`src/drp_pkg.sv`:
```
/*
  constants for the dual-role toggle offload block: register indices,
  field positions, reset values and timing counts.
  assumes a 10 MHz core clock and a 32-bit classic Wishbone register bus.
*/
package drp_pkg;

  // register indices; the byte address is four times the index
  localparam logic [15:0] IDX_DRAIN_LEVEL = 16'h0886;
  localparam logic [15:0] IDX_DRAIN_TIME  = 16'h0888;
  localparam logic [15:0] IDX_TOGGLE_CTL  = 16'h0890;
  localparam logic [15:0] IDX_SEED        = 16'h0892;
  localparam logic [15:0] IDX_PERIOD      = 16'h0894;
  localparam logic [15:0] IDX_IRQ_STATUS  = 16'h08A4;
  localparam logic [15:0] IDX_IRQ_MASK    = 16'h08A5;

  // toggle control field positions
  localparam int BIT_EN        = 0;
  localparam int BIT_GEN_EN    = 1;
  localparam int POS_CURRENT   = 2;
  localparam int POS_SINK      = 4;
  localparam int BIT_INIT      = 7;
  localparam int BIT_ROLE      = 8;
  localparam int BIT_PD_DETECT = 9;
  localparam int BIT_ZERO_CHK  = 10;

  // interrupt status bits
  localparam int IRQ_FINISHED = 0;
  localparam int IRQ_DRAINED  = 1;

  // reset values; drain level, time and seed apply when the one-time memory is blank, the period at every reset
  localparam logic [9:0]  RST_DRAIN_LEVEL = 10'h041;
  localparam logic [7:0]  RST_DRAIN_TIME  = 8'h04;
  localparam logic [15:0] RST_SEED        = 16'hFFFF;
  localparam logic [7:0]  RST_PERIOD      = 8'h40;

  // random period window in ms
  localparam logic [7:0] PERIOD_MIN_MS  = 8'h32;
  localparam logic [7:0] PERIOD_SPAN_MS = 8'h33;

  // timing
  localparam int CLK_NS         = 100;
  localparam int CLK_HZ         = 10000000;
  localparam int GEN_HZ         = 10000;
  localparam int GEN_CYCLES     = CLK_HZ / GEN_HZ;
  localparam int MS_NS          = 1000000;
  localparam int MS_CYCLES      = MS_NS / CLK_NS;
  localparam int DRAIN_UNIT_MS  = 10;

  typedef enum logic [2:0] {
    TOG_OFF  = 3'b001,
    TOG_RUN  = 3'b010,
    TOG_DONE = 3'b100
  } toggle_state_t;

  typedef enum logic [1:0] {
    DRN_IDLE = 2'b01,
    DRN_BUSY = 2'b10
  } drain_state_t;

endpackage

```
`src/dual_role_toggle_offload.sv`:
```
/*
  dual-role toggle offload: vconn drain control, role toggling with a
  random period, Wishbone register file and interrupt.
  assumes otp values and drain requests come from logic on clk_i; the
  cc and vbus comparator levels come from pins and are synchronised here.
*/
// Implementation choice: the Wishbone slave port.
// Functional notes
// - a 10-bit vconn drain level ends vconn draining in standalone dfp mode.
// - the drain level loads from otp at reset, or 41h when otp is blank.
// - the vconn pin drains for an 8-bit time in 10 ms units, default 04h.
// - control bit 10 makes toggling check that vbus is below vsafe0v.
// - with bit 9 set, an ra/open detection halts toggling and flags finished.
// - read-only bit 8 shows the advertised role, zero dfp and one ufp.
// - bit 7 picks the role that starts each toggle period.
// - bits 6:4 select the pull-down applied while advertising ufp.
// - bits 3:2 select the rp current source level.
// - bit 1 enables the random generator, which steps at 10 kHz.
// - bit 0 enables or disables hardware role toggling.
// - a 16-bit seed is loaded into the generator when bit 1 becomes set; a zero seed loads ffffh instead.
// - the seed resets from otp serial bits 16:1, or ffffh when blank.
// - with the generator on, hardware rewrites the period each cycle.
// - an 8-bit period in 1 ms units, reset 40h, sets the toggle period.
`timescale 1ns/1ps
module dual_role_toggle_offload #(
  parameter int MS_CYCLES = drp_pkg::MS_CYCLES
) (
  input  wire logic        clk_i,
  input  wire logic        rst_i,
  input  wire logic        cyc_i,
  input  wire logic        stb_i,
  input  wire logic        we_i,
  input  wire logic [15:0] adr_i,
  input  wire logic [3:0]  sel_i,
  input  wire logic [31:0] dat_i,
  output logic      [31:0] dat_o,
  output logic             ack_o,
  input  wire logic        otp_configured_i,
  input  wire logic [9:0]  otp_drain_level_i,
  input  wire logic [7:0]  otp_drain_time_i,
  input  wire logic [16:1] otp_serial_i,
  input  wire logic        partner_attach_i,
  input  wire logic        cable_pulldown_i,
  input  wire logic        vbus_safe0v_i,
  input  wire logic        standalone_dfp_i,
  input  wire logic        drain_start_i,
  input  wire logic [9:0]  vconn_level_i,
  output logic             advertised_role_o,
  output logic      [1:0]  source_current_level_o,
  output logic      [2:0]  sink_termination_sel_o,
  output logic             vconn_drain_o,
  output logic             toggle_finished_o,
  output logic             irq_o
);

  localparam logic [23:0] MS_LAST  = 24'(MS_CYCLES - 1);
  localparam logic [9:0]  GEN_LAST = 10'(drp_pkg::GEN_CYCLES - 1);

  // two-flop synchronisers for the comparator pins
  logic [2:0] pin_meta_reg;
  logic [2:0] pin_sync_reg;
  logic [2:0] pin_raw;
  assign pin_raw = {vbus_safe0v_i, cable_pulldown_i, partner_attach_i};

  genvar g;
  generate
    for (g = 0; g < 3; g++) begin : g_sync
      always_ff @(posedge clk_i) begin
        if (rst_i) begin
          pin_meta_reg[g] <= 1'b0;
          pin_sync_reg[g] <= 1'b0;
        end else begin
          pin_meta_reg[g] <= pin_raw[g];
          pin_sync_reg[g] <= pin_meta_reg[g];
        end
      end
    end
  endgenerate

  logic attach_s;
  logic pulldown_s;
  logic vbus_safe_s;
  assign attach_s    = pin_sync_reg[0];
  assign pulldown_s  = pin_sync_reg[1];
  assign vbus_safe_s = pin_sync_reg[2];

  // register storage
  logic [9:0]  drain_level_reg;
  logic [7:0]  drain_time_reg;
  logic        offload_en_reg;
  logic        gen_en_reg;
  logic [1:0]  current_reg;
  logic [2:0]  sink_sel_reg;
  logic        init_role_reg;
  logic        pd_detect_en_reg;
  logic        zero_chk_en_reg;
  logic [15:0] seed_reg;
  logic [7:0]  period_reg;
  logic [1:0]  irq_status_reg;
  logic [1:0]  irq_mask_reg;
  logic        role_reg;
  logic [15:0] lfsr_reg;
  logic        gen_en_d_reg;

  // wishbone slave: one wait state, ack for one cycle
  logic        ack_reg;
  logic        bus_req;
  logic        bus_wr;
  logic [15:0] bus_idx;
  assign bus_req = cyc_i && stb_i && !ack_reg;
  assign bus_wr  = bus_req && we_i;
  assign bus_idx = {2'b00, adr_i[15:2]};
  assign ack_o   = ack_reg;

  always_ff @(posedge clk_i) begin
    if (rst_i) begin
      ack_reg <= 1'b0;
    end else begin
      ack_reg <= bus_req;
    end
  end

  logic [15:0] ctl_view;
  assign ctl_view = {5'h00, zero_chk_en_reg, pd_detect_en_reg, role_reg,
                     init_role_reg, sink_sel_reg, current_reg, gen_en_reg,
                     offload_en_reg};

  logic [31:0] rd_next;
  always_comb begin
    rd_next = 32'h0000_0000;
    case (bus_idx)
      drp_pkg::IDX_DRAIN_LEVEL: rd_next = {22'h00_0000, drain_level_reg};
      drp_pkg::IDX_DRAIN_TIME:  rd_next = {24'h00_0000, drain_time_reg};
      drp_pkg::IDX_TOGGLE_CTL:  rd_next = {16'h0000, ctl_view};
      drp_pkg::IDX_SEED:        rd_next = {16'h0000, seed_reg};
      drp_pkg::IDX_PERIOD:      rd_next = {24'h00_0000, period_reg};
      drp_pkg::IDX_IRQ_STATUS:  rd_next = {30'h0000_0000, irq_status_reg};
      drp_pkg::IDX_IRQ_MASK:    rd_next = {30'h0000_0000, irq_mask_reg};
      default:                  rd_next = 32'h0000_0000;
    endcase
  end

  always_ff @(posedge clk_i) begin
    if (rst_i) begin
      dat_o <= 32'h0000_0000;
    end else if (bus_req && !we_i) begin
      dat_o <= rd_next;
    end
  end

  // otp-backed registers: values captured by the synchronous reset
  always_ff @(posedge clk_i) begin
    if (rst_i) begin
      drain_level_reg <= otp_configured_i ? otp_drain_level_i
                                          : drp_pkg::RST_DRAIN_LEVEL;
      drain_time_reg  <= otp_configured_i ? otp_drain_time_i
                                          : drp_pkg::RST_DRAIN_TIME;
      seed_reg        <= otp_configured_i ? otp_serial_i
                                          : drp_pkg::RST_SEED;
    end else if (bus_wr) begin
      if (bus_idx == drp_pkg::IDX_DRAIN_LEVEL) begin
        if (sel_i[0]) drain_level_reg[7:0] <= dat_i[7:0];
        if (sel_i[1]) drain_level_reg[9:8] <= dat_i[9:8];
      end
      if (bus_idx == drp_pkg::IDX_DRAIN_TIME && sel_i[0]) begin
        drain_time_reg <= dat_i[7:0];
      end
      if (bus_idx == drp_pkg::IDX_SEED) begin
        if (sel_i[0]) seed_reg[7:0]  <= dat_i[7:0];
        if (sel_i[1]) seed_reg[15:8] <= dat_i[15:8];
      end
    end
  end

  // toggle control fields
  always_ff @(posedge clk_i) begin
    if (rst_i) begin
      offload_en_reg   <= 1'b0;
      gen_en_reg       <= 1'b0;
      current_reg      <= 2'b00;
      sink_sel_reg     <= 3'b000;
      init_role_reg    <= 1'b0;
      pd_detect_en_reg <= 1'b0;
      zero_chk_en_reg  <= 1'b0;
    end else if (bus_wr && bus_idx == drp_pkg::IDX_TOGGLE_CTL) begin
      if (sel_i[0]) begin
        offload_en_reg <= dat_i[drp_pkg::BIT_EN];
        gen_en_reg     <= dat_i[drp_pkg::BIT_GEN_EN];
        current_reg    <= dat_i[drp_pkg::POS_CURRENT +: 2];
        sink_sel_reg   <= dat_i[drp_pkg::POS_SINK +: 3];
        init_role_reg  <= dat_i[drp_pkg::BIT_INIT];
      end
      if (sel_i[1]) begin
        pd_detect_en_reg <= dat_i[drp_pkg::BIT_PD_DETECT];
        zero_chk_en_reg  <= dat_i[drp_pkg::BIT_ZERO_CHK];
      end
    end
  end

  // free-running 1 ms and 10 kHz ticks
  logic [23:0] ms_cnt_reg;
  logic [9:0]  gen_cnt_reg;
  logic        ms_tick;
  logic        gen_tick;
  assign ms_tick  = (ms_cnt_reg == MS_LAST);
  assign gen_tick = (gen_cnt_reg == GEN_LAST);

  always_ff @(posedge clk_i) begin
    if (rst_i) begin
      ms_cnt_reg  <= 24'h00_0000;
      gen_cnt_reg <= 10'h000;
    end else begin
      ms_cnt_reg  <= ms_tick ? 24'h00_0000 : ms_cnt_reg + 24'h00_0001;
      gen_cnt_reg <= gen_tick ? 10'h000 : gen_cnt_reg + 10'h001;
    end
  end

  // pseudo-random generator, 16-bit fibonacci, taps 16 14 13 11
  logic lfsr_fb;
  assign lfsr_fb = lfsr_reg[15] ^ lfsr_reg[13] ^ lfsr_reg[12] ^ lfsr_reg[10];

  always_ff @(posedge clk_i) begin
    if (rst_i) begin
      lfsr_reg     <= drp_pkg::RST_SEED;
      gen_en_d_reg <= 1'b0;
    end else begin
      gen_en_d_reg <= gen_en_reg;
      if (gen_en_reg && !gen_en_d_reg) begin
        // an all-zero seed would lock the generator
        lfsr_reg <= (seed_reg == 16'h0000) ? drp_pkg::RST_SEED
                                           : seed_reg;
      end else if (gen_en_reg && gen_tick) begin
        lfsr_reg <= {lfsr_reg[14:0], lfsr_fb};
      end
    end
  end

  // map the low byte into the 50..100 ms window
  logic [15:0] map_prod;
  logic [7:0]  mapped_period;
  assign map_prod      = lfsr_reg[7:0] * drp_pkg::PERIOD_SPAN_MS;
  assign mapped_period = drp_pkg::PERIOD_MIN_MS + map_prod[15:8];

  // role toggling
  drp_pkg::toggle_state_t tog_state_reg;
  logic [7:0] phase_ms_reg;
  logic       half_reg;
  logic [7:0] half_ms;
  logic       phase_end;
  logic       next_role;
  logic       hold_for_vbus;
  logic       cycle_start;
  logic       stop_detect;

  assign half_ms   = (period_reg[7:1] == 7'h00) ? 8'h01
                                                : {1'b0, period_reg[7:1]};
  assign phase_end = ms_tick && (phase_ms_reg + 8'h01 >= half_ms);
  assign next_role = half_reg ? init_role_reg : ~init_role_reg;
  assign hold_for_vbus = zero_chk_en_reg && !next_role
                         && !vbus_safe_s;
  assign cycle_start = (tog_state_reg == drp_pkg::TOG_RUN) && phase_end
                       && half_reg && !hold_for_vbus;
  assign stop_detect = attach_s
                       || (pd_detect_en_reg && pulldown_s);

  always_ff @(posedge clk_i) begin
    if (rst_i) begin
      tog_state_reg <= drp_pkg::TOG_OFF;
      role_reg      <= 1'b0;
      half_reg      <= 1'b0;
      phase_ms_reg  <= 8'h00;
    end else begin
      case (tog_state_reg)
        drp_pkg::TOG_OFF: begin
          phase_ms_reg <= 8'h00;
          half_reg     <= 1'b0;
          role_reg     <= init_role_reg;
          if (offload_en_reg) begin
            tog_state_reg <= drp_pkg::TOG_RUN;
          end
        end
        drp_pkg::TOG_RUN: begin
          if (!offload_en_reg) begin
            tog_state_reg <= drp_pkg::TOG_OFF;
          end else if (stop_detect) begin
            tog_state_reg <= drp_pkg::TOG_DONE;
          end else if (phase_end && !hold_for_vbus) begin
            phase_ms_reg <= 8'h00;
            half_reg     <= ~half_reg;
            role_reg     <= next_role;
          end else if (ms_tick && !phase_end) begin
            phase_ms_reg <= phase_ms_reg + 8'h01;
          end
        end
        drp_pkg::TOG_DONE: begin
          if (!offload_en_reg) begin
            tog_state_reg <= drp_pkg::TOG_OFF;
          end
        end
        default: tog_state_reg <= drp_pkg::TOG_OFF;
      endcase
    end
  end

  // toggle period: software value, rewritten by hardware each cycle
  always_ff @(posedge clk_i) begin
    if (rst_i) begin
      period_reg <= drp_pkg::RST_PERIOD;
    end else if (cycle_start && gen_en_reg) begin
      period_reg <= mapped_period;
    end else if (bus_wr && bus_idx == drp_pkg::IDX_PERIOD && sel_i[0]) begin
      period_reg <= dat_i[7:0];
    end
  end

  // vconn drain sequencer
  drp_pkg::drain_state_t drn_state_reg;
  logic [11:0] drain_ms_reg;
  logic [11:0] drain_limit;
  logic        drain_end;
  assign drain_limit = 12'(drain_time_reg) * 12'(drp_pkg::DRAIN_UNIT_MS);
  assign drain_end   = (ms_tick && drain_ms_reg + 12'h001 >= drain_limit)
                       || (standalone_dfp_i
                           && vconn_level_i <= drain_level_reg);

  always_ff @(posedge clk_i) begin
    if (rst_i) begin
      drn_state_reg <= drp_pkg::DRN_IDLE;
      drain_ms_reg  <= 12'h000;
    end else begin
      case (drn_state_reg)
        drp_pkg::DRN_IDLE: begin
          drain_ms_reg <= 12'h000;
          if (drain_start_i) begin
            drn_state_reg <= drp_pkg::DRN_BUSY;
          end
        end
        drp_pkg::DRN_BUSY: begin
          if (drain_end) begin
            drn_state_reg <= drp_pkg::DRN_IDLE;
          end else if (ms_tick) begin
            drain_ms_reg <= drain_ms_reg + 12'h001;
          end
        end
        default: drn_state_reg <= drp_pkg::DRN_IDLE;
      endcase
    end
  end

  // interrupt status: set wins over a write-one clear
  logic [1:0] irq_set;
  assign irq_set[drp_pkg::IRQ_FINISHED] =
    (tog_state_reg == drp_pkg::TOG_RUN) && offload_en_reg && stop_detect;
  assign irq_set[drp_pkg::IRQ_DRAINED] =
    (drn_state_reg == drp_pkg::DRN_BUSY) && drain_end;

  always_ff @(posedge clk_i) begin
    if (rst_i) begin
      irq_status_reg <= 2'b00;
      irq_mask_reg   <= 2'b00;
    end else begin
      if (bus_wr && bus_idx == drp_pkg::IDX_IRQ_STATUS && sel_i[0]) begin
        irq_status_reg <= (irq_status_reg & ~dat_i[1:0]) | irq_set;
      end else begin
        irq_status_reg <= irq_status_reg | irq_set;
      end
      if (bus_wr && bus_idx == drp_pkg::IDX_IRQ_MASK && sel_i[0]) begin
        irq_mask_reg <= dat_i[1:0];
      end
    end
  end

  // outputs
  assign irq_o                  = |(irq_status_reg & irq_mask_reg);
  assign advertised_role_o      = role_reg;
  assign toggle_finished_o      = (tog_state_reg == drp_pkg::TOG_DONE);
  assign vconn_drain_o          = (drn_state_reg == drp_pkg::DRN_BUSY);
  assign source_current_level_o = role_reg ? 2'b00 : current_reg;
  assign sink_termination_sel_o = sink_sel_reg;
endmodule // dual_role_toggle_offload

```
`config.mk`:
```
export PLATFORM = sky130hd
export DESIGN_NAME = dual_role_toggle_offload
export DESIGN_NICKNAME = d
export VERILOG_FILES = /design/src/drp_pkg.sv /design/src/dual_role_toggle_offload.sv
export SDC_FILE = /design/constraint.sdc
export NUM_CORES = 1
export LEC_CHECK = 0
export BUFFER_PORTS_ARGS = -buffer_cell sky130_fd_sc_hd__buf_2
export CAP_MARGIN = 10
export CORE_MARGIN = 1
export CORE_UTILIZATION = 50
export CTS_CLUSTER_DIAMETER = 30
export DETAILED_ROUTE_END_ITERATION = 16
export PLACE_DENSITY = 0.79
export SLEW_MARGIN = 5
export SYNTH_ARGS = -nofsm -noshare
export SYNTH_HDL_FRONTEND = slang
export SYNTH_SLANG_ARGS = --single-unit
export TNS_END_PERCENT = 5
```
`constraint.sdc`:
```
create_clock -name clk_i -period 8.9 [get_ports clk_i]
set_input_delay 0.89 -clock clk_i [delete_from_list [all_inputs] [get_ports clk_i]]
set_output_delay 0.89 -clock clk_i [all_outputs]
set_load 0.02 [all_outputs]
```
==> results of run 1 <==
==> worst min path at each step <==
stage	start	to	cells after the start
global route	pin_meta_reg[1]	pulldown_s	1
global placement	pin_meta_reg[0]	attach_s	1
CTS	pin_meta_reg[2]	vbus_safe_s	1
detailed placement	pin_meta_reg[2]	vbus_safe_s	1
floorplan	gen_cnt_reg[0]	gen_cnt_reg[0]	1
finish	pin_meta_reg[2]	vbus_safe_s	1
==> report_power, final <==
part	internal [mW]	switching (mW)	leakage, nW
sequential	0.749	0.0187	1.33
combinational	0.0629	0.0897	3.02
clock	0.402	0.322	0.295
==> worst reg2reg max path: cells and delay by family, from the launching register on <==
kind | cells | cell delay (ns)
xor+xnor | 1 | 0.12
flops | 1 | 0.43
simple gates | 3 | 0.53
compound gates | 4 | 1.17
buf+inv | 4 | 0.26
fa+ha+maj | 4 | 1.59
==> synthesized netlist by cell type, drive strengths merged (5+ instances only) <==
master    n  area [µm²]
a211oi    7       52.55
o22ai    16       100.1
a22o     11       96.34
nand2   107       401.6
and3     12       77.57
ha       76       950.9
nand3    33       170.2
edfxtp   34        1021
fa        8       160.2
dfxtp   123        2462
o21bai    6       45.04
or2       5       31.28
o21ai    31       155.1
or3       9       56.30
nor2     92       347.8
or4       6       52.55
nand4    12       75.07
mux2i    18       180.2
inv      59       221.5
a21o     30       225.2
a22oi     8       60.06
nor3     21       115.1
nor3b     5       57.56
xnor2    28       245.2
a222oi    8       80.08
o22a     12       105.1
buf      25       170.2
clkbuf   25       93.84
nor2b    18       112.6
nor4     11       75.07
nand2b    9       56.30
xor2     28       245.2
a21oi    41       209.0
o211ai   17       127.6
and2      5       32.53
==> per-stage QoR <==
stage | area, µm² | setup slack, ns | cells | power [mW]
final | 10290 | 4.656 | 1334 | 1.644
after detailed placement | 9698 | 4.608 | 1302 | 0.9329
after global placement | 9698 | 4.740 | 1302 | 0.9286
after global routing | 10290 | 4.250 | 1334 | 1.706
after CTS | 10290 | 4.590 | 1334 | 1.652
after floorplan | 9090 | 5.238 | 1011 | 0.8801
==> logic make-up (layout without fill, tap and decap cells) <==
| group | after synthesis | in the layout | share of synthesized area, % |
|---|---|---|---|
| mux | 18 | 18 | 1.994 |
| xor+xnor | 56 | 56 | 5.429 |
| compound gates | 215 | 215 | 16.70 |
| buf+inv | 109 | 207 | 5.374 |
| fa+ha+maj | 84 | 84 | 12.30 |
| flops | 157 | 157 | 38.56 |
| other cells | 1 | 16 | 0.04151 |
| simple gates | 356 | 356 | 19.60 |
==> layer usage <==
metal	wire length, µm	up-vias
li1	-	3747
met1	9490	3573
met2	10200	320
met3	1699	49
met4	677	2
met5	12	-
==> final cells by class <==
| class | count | area (µm²) |
|---|---|---|
| clock inverter | 13 | 117.6 |
| fill | 1455 | 7186 |
| multi-input combinational | 745 | 5121 |
| inverter | 59 | 221.5 |
| timing repair buffer | 116 | 590.6 |
| clock buffer | 19 | 475.5 |
| tap | 225 | 281.5 |
| sequential | 157 | 3483 |
==> impl_metrics.toml, run 1 <==
[timing]
min_period_over_period_pct = 47.69
min_period_ns = 4.244
drv_slew = 0
clock_skew_ns = 0.008551
setup_violations = 0
hold_viol_final = 0
slew_headroom_pct = 24.21
worst_slew_pin_slew_ns = 1.132
setup_tns_ns = 0
whs_ns = 0.4368
fmax_mhz = 235.6
grt_setup_unrepaired = "no"

[setup_path]
cp_num_cells = 16
crit_slowest_cell = "a2111oi_0"
critPathRequiredTime_ns = 9.19
critPathMaxStageDelay_ns = 0.69
start_kind = "register"
reg2reg_depth = 16
cp_max_fo = 5
reg2reg_slack_ns = 4.66
cp_top_family = "adder cells"
critPathCaptureType = "register"
reg2reg_from = "lfsr_reg[6]"
worstSetupStartpoint = "lfsr_reg[6]"
crit_buf_inv = 4
endpoint = "period_reg[6]"
crit_chain = "inv_1 > ha_1 > inv_1 > fa_1 > inv_1 > fa_1 > inv_1 > ha_1 > nand3_1 > a2111oi_0 > nor2_1 > o2bb2ai_1 > o21bai_1 > xnor2_1 > nor4bb_1 > o21ai_0"
worstSetupPathType = "register to register"
worst_path_most_repeated_cell = "inv_1"
critPathArrivalTime_ns = 4.54
reg2reg_to = "period_reg[6]"

[synth]
netlist_area_mm2 = 0.009034
seq_area_frac_synth_pct = 38.56
synth_edf_count = 34
synthCells = 996
synth-seq-cells = 157
ys_types = 75
ys_async_sr_fraction_pct = 0
synth-main-ff-cell = "dfxtp_1"
yosys_warnings = 0
avgSynthCellArea_um2 = 9.070

[final_layout]
largest_register_ffs = 24
antenna_cells = 0
drive_gt1_share_pct = 15.69
final_common_cell = "dfxtp_1"
nets = 1287
area_growth_pct = 13.92
final_util_pct = 58.88
final_cell_mix = "123 x dfxtp_1, 112 x buf_2, 107 x nand2_1"

[worst_hold_path]
hold_class = "register to register"

[clocking]
htree_num_levels = 4
path_clk_slew_ns = 0.07
cts_setup_buffers = 0
cts_sinks = 157
cts_tree = "done"
numCtsBuffers = 17
cts-resized-gates = 0
clockRootBuffer = "clkbuf_16"
cts_buffer_depth = 2
hold_buffers = 0
worst_skew_pair.late_latency_ns = 0.43

[floorplan]
die_area_mm2 = 0.01861
dieWidth_um = 136.4
dieHeight_um = 136.4
row_count = 48
start_util_pct = 51.69
ios = 149
coreArea_mm2 = 0.01748

[placement]
io_buffers = 112
dp_hpwl_mm = 16.48
place_congestion = 0.8893

[power_and_ir_drop]
power_density_mw_per_mm2 = 159.8
peakVddDrop_uv = 130.2
p_leak_nw = 4.640

[global_route]
grt.met2_usage_pct = 39.28
grt_pass1_wl_mm = 34.96
track_usage_pct = 24.44
overflow = 0
grt_max_degree = 59
gr-usage-met1_pct = 31.76
antenna_found_initial = 1
top_usage_layer = "met2"
grt_pass1_vias = 6944
grtUsageMet3_pct = 4.959

[flow_run]
maxCapViolCount = 0

[detailed_routing]
routed_wl_mm = 22.08
wl_per_cell_um = 16.55
drt-initial-drc-count = 699
final_antenna_net_count = 0
drc = 0
routed_via_density = 5.765
vias = 7691
firstDrtPassIters = 6

[status]
status = "completed"
No activity file was read; power rests on OpenSTA's default activity.
==> run 2, diff against run 1 <==
- ABC_AREA: default -> 1
- PLACE_DENSITY: 0.79 -> 0.81
- clock period: 8.9 -> 3.4 ns (I/O delays scaled with it)
==> run 2 against run 1 <==
The run now ends with negative setup slack left. Die area increased by 8.6%. Core utilization grew 3.2 points. Routed wire length is 21% higher. Sequential share of layout area down 4.2 points. Clock power grew to 2.7 times the previous value. Largest cell class unchanged. Highest routed layer is now met4.
==> impl_metrics.toml, run 2 <==
[status]
status = "finished with violations"
violations = "negative setup slack"

[clocking]
clockRootBuffer = "clkbuf_16"
path_clk_slew_ns = 0.07
cts_sinks = 157
cts_tree = "done"
numCtsBuffers = 17
cts_buffer_depth = 2
worst_skew_pair.late_latency_ns = 0.45
hold_buffers = 0
htree_num_levels = 4

[setup_path]
critPathRequiredTime_ns = 3.72
cp_max_fo = 5
critPathMaxStageDelay_ns = 0.46
reg2reg_to = "drain_ms_reg[5]"
reg2reg_depth = 21
critPathCaptureType = "register"
worstSetupPathType = "register to register"
crit_slowest_cell = "edfxtp_1"
reg2reg_from = "drain_time_reg[4]"
crit_chain = "ha_1 > ha_1 > a21oi_1 > inv_1 > a31oi_4 > buf_4 > buf_4 > buf_4 > xor2_1 > ha_1 > nand2_2 > nor2_4 > nand3_1 > nand4_1 > nand2_1 > nand2_1 > nand2_2 > nand2_4 > buf_6 > nand2_1 > a21oi_1"
start_kind = "register"
reg2reg_slack_ns = -0.02
cp_top_family = "adder cells"
critPathArrivalTime_ns = 3.74
crit_buf_inv = 5

[power_and_ir_drop]
peakVddDrop_uv = 345.9
power_density_mw_per_mm2 = 399.6
finalPower_mw = 4.701
p_leak_nw = 5.313

[worst_hold_path]
min_to = "pin_meta_reg[2]"
min_path_cells = 3
hp-start = "vbus_safe0v_i"
hold_class = "primary input to register"

[floorplan]
dieHeight_um = 142.1
dieWidth_um = 142.1
die_area_mm2 = 0.02020
coreArea_mm2 = 0.01896
start_util_pct = 51.80
ios = 149
row_count = 50

[synth]
synth_top_area_share_pct = 25.08
synth_common_cells = "274 x nand2_1, 178 x inv_1, 145 x nor2_1, 123 x dfxtp_1, 101 x nand3_1"
yosysTopAreaCell = "dfxtp_1"
synthMuxAreaShare_pct = 0
synth-adder-area-share_pct = 11.32
netlist_area_mm2 = 0.009818
seq_area_frac_synth_pct = 35.48
ys_async_sr_fraction_pct = 0
synth-compound-area-share_pct = 12.40
synth-seq-cells = 157
synth_top_family_by_area = "simple AND/OR/NAND/NOR gates"
synth.most_common_cell = "nand2_1"
synth_xor_area_share_pct = 2.855
yosys-top-cells-area = "dfxtp_1 25%, nand2_1 10%, edfxtp_1 10%"
avgSynthCellArea_um2 = 7.382
synth-main-ff-cell = "dfxtp_1"
synthCells = 1330
yosys_warnings = 0
synth_edf_count = 34
ys_types = 54
synthSimpleGateAreaFrac_pct = 27.81

[final_layout]
fillers = 1613
final_common_cell = "nand2_1"
drive_gt1_share_pct = 19.53
area_growth_pct = 19.84
largest_register_ffs = 24
finalNonFillerCells = 1753
nets = 1668
multi_input_area_mm2 = 0.005683
ff_latch_area_mm2 = 0.003487
final_cell_mix = "264 x nand2_1, 173 x inv_1, 142 x nor2_1"

[detailed_routing]
firstDrtPassIters = 6
drt-initial-drc-count = 829
routed_via_density = 5.411
wl_per_cell_um = 15.21
final_antenna_net_count = 0
vias = 9485
routed_wl_mm = 26.67
drc = 0

[global_route]
grt_max_degree = 44
track_usage_pct = 25.69
grt_pass1_wl_mm = 40.90
antenna_found_initial = 3
grt_pass1_vias = 8683
overflow = 0

[timing]
clock_skew_ns = 0.008482
setup_slack_ns = -0.02181
drv_slew = 0
worst_slew_pin_slew_ns = 0.8089
min_period_ns = 3.422
fmax_mhz = 292.2
hold_viol_final = 0
min_period_over_period_pct = 100.6
grt_setup_unrepaired = "yes"
slew_headroom_pct = 45.95
setup_violations = 1

[placement]
dp_hpwl_mm = 19.74
place_congestion = 0.9451
io_buffers = 112
placed_cells = 1707

[flow_run]
maxCapViolCount = 0
run 2: changes by cell type after synthesis, sizes merged, moves of 10 or more:
cell / change
nand2: +174
inv: +122
nand3: +75
nor2: +66
a21oi: +54
o21ai: +29
a21o: -28
mux2i: -18
nor2b: -18
xnor2: -17
and3: -12
a22o: -10
buf: +10
run 2: worst reg2reg max path, cell delays in order, from the launching register on:
cell	delay [ns]
edfxtp_1	0.46
ha_1	0.33
ha_1	0.33
a21oi_1	0.16
inv_1	0.10
a31oi_4	0.20
buf_4	0.15
buf_4	0.09
buf_4	0.09
xor2_1	0.15
ha_1	0.26
nand2_2	0.08
nor2_4	0.04
nand3_1	0.07
nand4_1	0.14
nand2_1	0.13
nand2_1	0.07
nand2_2	0.09
nand2_4	0.07
buf_6	0.17
nand2_1	0.07
a21oi_1	0.07
run 2: report_power, final:
part	internal [mW]	switching [mW]	leakage, nW
Combinational	0.292	0.467	3.70
Sequential	1.97	0.0404	1.32
Clock	0.990	0.941	0.292
Total	3.25	1.45	5.31
run 2: timing repair:
item / CTS / global route
gates cloned: 0 / 1
endpoints found under the hold margin: 0 / 0
setup buffers: 3 / 7
gates resized for setup: 16 / 47
pin swaps: 7 / 20
endpoints found under the setup margin: 17 / 22
run 2: metal layers:
metal  wire length [µm]  part of all wire [%]  global-route usage (%)
met5                  0                     0                       0
met2              12930                    48                   43.21
met3               2095                   7.9                   4.913
met4                996                   3.7                   12.28
met1              10650                    40                   31.56
run 2: area by class of cell:
cell class | count | share of cell area (%)
diodes | 3 | 0.06380
clock buffers | 17 | 3.615
clock inverters | 15 | 1.457
inverters | 185 | 5.912
multi-input cells | 952 | 48.30
flip-flops and latches | 157 | 29.64
well taps | 260 | 2.765
repair buffers | 164 | 8.252
run 2: cell families (layout without fill, tap and decap cells):
family	Yosys count	in the layout
buf+inv	236	381
simple gates	608	608
fa+ha+maj	84	84
other cells	1	19
xor+xnor	32	32
flops	157	157
compound gates	212	212
run 2: metrics by stage:
stage / utilization (%) / setup TNS, ns / cell area [µm²] / setup WS (ns) / hold slack [ns]
after global routing: 62.07 / -2.481 / 11770 / -0.1841 / 0.1233
after CTS: 60.58 / -0.02473 / 11480 / -0.02473 / 0.1100
after detailed placement: 56.95 / -1.956 / 10800 / -0.1419 / 0.3952
after floorplan: - / -0.01389 / 9886 / -0.01389 / 0.3883
after global placement: 56.95 / -0.3119 / 10800 / -0.08297 / 0.3937
final: 62.07 / -0.02181 / 11770 / -0.02181 / 0.1043
run 2: how the worst max path moves through the flow:
stage / start / end / depth (start not counted)
6_report: drain_time_reg[4] / drain_ms_reg[5] / 21
5_1_grt: drain_time_reg[4] / drain_ms_reg[5] / 21
4_1_cts: lfsr_reg[6] / period_reg[5] / 21
3_5_place_dp: drain_time_reg[3] / drn_state_reg[1] / 18
3_3_place_gp: lfsr_reg[6] / period_reg[3] / 18
2_1_floorplan: lfsr_reg[6] / period_reg[3] / 18
==> run 3, diff against run 2 <==
--- a/config.mk
+++ b/config.mk
@@ -10,2 +10,3 @@
 export CAP_MARGIN = 10
+export CORE_ASPECT_RATIO = 1.4
 export CORE_MARGIN = 1
--- a/constraint.sdc
+++ b/constraint.sdc
@@ -3,2 +3,2 @@
 set_output_delay 0.34 -clock clk_i [all_outputs]
-set_load 0.02 [all_outputs]
+set_load 0.01 [all_outputs]
==> run 3 against run 2 <==
The run still ends with negative setup slack left. Sequential cell count stayed put. Die area is essentially flat. Global-route usage rose by 0.64 points. Sequential power hardly changed. Sequential share of layout area barely moved. Largest cell class unchanged.
==> impl_metrics.toml, run 3 (synthesis gave the netlist of run 2 again) <==
[placement]
dp_hpwl_mm = 19.94
placed_cells = 1699
place_congestion = 0.9438
io_buffers = 112

[final_layout]
largest_register_ffs = 24
area_growth_pct = 19.87
drive_gt1_share_pct = 19.32
nets = 1669
final_util_pct = 61.24
final_cell_mix = "264 x nand2_1, 173 x inv_1, 142 x nor2_1"
finalNonFillerCells = 1741
final_common_cell = "nand2_1"

[detailed_routing]
wl_per_cell_um = 15.34
routed_wl_mm = 26.72
drc = 0
drt-initial-drc-count = 913
vias = 9420
final_antenna_net_count = 0
routed_via_density = 5.411
firstDrtPassIters = 6

[power_and_ir_drop]
p_leak_nw = 5.318
p_int_mw = 3.431
swShare_pct = 27.78
pwr-share-clk_pct = 42.1
netSwitchingPower_mw = 1.320
power_density_mw_per_mm2 = 403.7
combPwrFrac_pct = 15.6
pwr-share-seq_pct = 42.3
peakVddDrop_uv = 307.2

[global_route]
grt_max_degree = 53
grt_pass1_wl_mm = 41.91
antenna_found_initial = 3
overflow = 0
track_usage_pct = 26.33
grt_pass1_vias = 8982

[floorplan]
die_area_mm2 = 0.02021
start_util_pct = 51.09
ios = 149
dieWidth_um = 120.4
row_count = 60
dieHeight_um = 167.8
coreArea_mm2 = 0.01922

[timing]
fmax_mhz = 289.9
grt_setup_unrepaired = "yes"
min_period_over_period_pct = 101.4
drv_slew = 0
setup_violations = 11
worst_slew_pin_slew_ns = 0.8577
slew_headroom_pct = 42.68
clock_skew_ns = 0.009755
hold_viol_final = 0
setup_slack_ns = -0.04913
min_period_ns = 3.449

[clocking]
cts_buffer_depth = 2
clockRootBuffer = "clkbuf_16"
htree_num_levels = 4
path_clk_slew_ns = 0.07
worst_skew_pair.late_latency_ns = 0.43
cts_sinks = 157
hold_buffers = 0
cts_tree = "done"
numCtsBuffers = 17

[setup_path]
crit_slowest_cell = "edfxtp_1"
cp_max_fo = 6
crit_chain = "ha_1 > ha_1 > a21oi_1 > inv_1 > a31oi_1 > buf_4 > buf_4 > buf_4 > buf_4 > xor2_1 > ha_1 > nand2_2 > nor2_4 > nand3_1 > nand4_1 > nand2_1 > nand2_1 > nand2_2 > nand2_4 > buf_6 > nand2_1 > a21oi_1"
worstSetupPathType = "register to register"
critPathRequiredTime_ns = 3.70
critPathCaptureType = "register"
worst_path_most_repeated_cell = "buf_4"
start_kind = "register"
critPathMaxStageDelay_ns = 0.45
critPathArrivalTime_ns = 3.75

[worst_hold_path]
hold_class = "primary input to register"

[flow_run]
maxCapViolCount = 0

[status]
status = "finished with violations"
violations = "negative setup slack"
==> run 3: area by class of cell <==
cell class,count,area [µm²]
inverters,185,695.7
fillers,1653,7450
multi-input cells,952,5667
well taps,248,310.3
repair buffers,165,985.9
clock buffers,20,467.9
flip-flops and latches,157,3491
diodes,2,5.005
clock inverters,12,146.4
==> run 3: path summary, 6_finish.rpt <==
kind / start / to / slack [ns] / cells past startpoint
max: drain_time_reg[4] / drain_ms_reg[9] / -0.05 / 22
min: vbus_safe0v_i / pin_meta_reg[2] / 0.12 / 3
max reg2reg: drain_time_reg[4] / drain_ms_reg[9] / -0.05 / 22
min reg2reg: pin_meta_reg[0] / attach_s / 0.41 / 2
==> run 3: power groups by stage <==
stage | combinational, mW | sequential (mW) | clock, mW
2_1_floorplan | 0.403 | 2.04 | 0
3_3_place_gp | 0.582 | 2.05 | 0
3_5_place_dp | 0.602 | 2.05 | 0
4_1_cts | 0.685 | 2.01 | 2.01
5_1_grt | 0.803 | 2.02 | 2.09
6_report | 0.742 | 2.01 | 2.00
==> run 3: stage by stage <==
stage / worst slack (ns) / hold WS, ns / cell area, µm² / total power, mW / setup TNS (ns)
after floorplan: -0.01389 / 0.3883 / 9886 / 2.444 / -0.01389
after global placement: -0.1199 / 0.3996 / 10810 / 2.630 / -0.6730
after detailed placement: -0.1440 / 0.4019 / 10810 / 2.652 / -1.948
after CTS: -0.01595 / 0.1062 / 11550 / 4.708 / -0.02745
after global routing: -0.1850 / 0.1154 / 11770 / 4.909 / -2.395
final: -0.04913 / 0.1157 / 11770 / 4.751 / -0.3839
==> run 3: layer usage <==
metal / up-vias / share of wire (%) / track usage [%]
li1: 4645 / - / -
met1: 4296 / 38 / 29.14
met2: 392 / 50 / 46.73
met3: 85 / 7.6 / 5.827
met4: 2 / 4.5 / 13.63
met5: - / 0.041 / 0
==> run 3: timing repair <==
item	CTS	global route
pin swaps	12	29
setup buffers	4	3
cloned	1	0
resized for setup	23	38
endpoints found under the setup margin	16	18
==> run 3: critical path: cells and delay by family, from the launching register on <==
family	cells	cell delay (ns)
compound gates	3	0.41
xor+xnor	1	0.15
fa+ha+maj	3	0.89
buf+inv	6	0.66
flops	1	0.45
simple gates	9	0.75
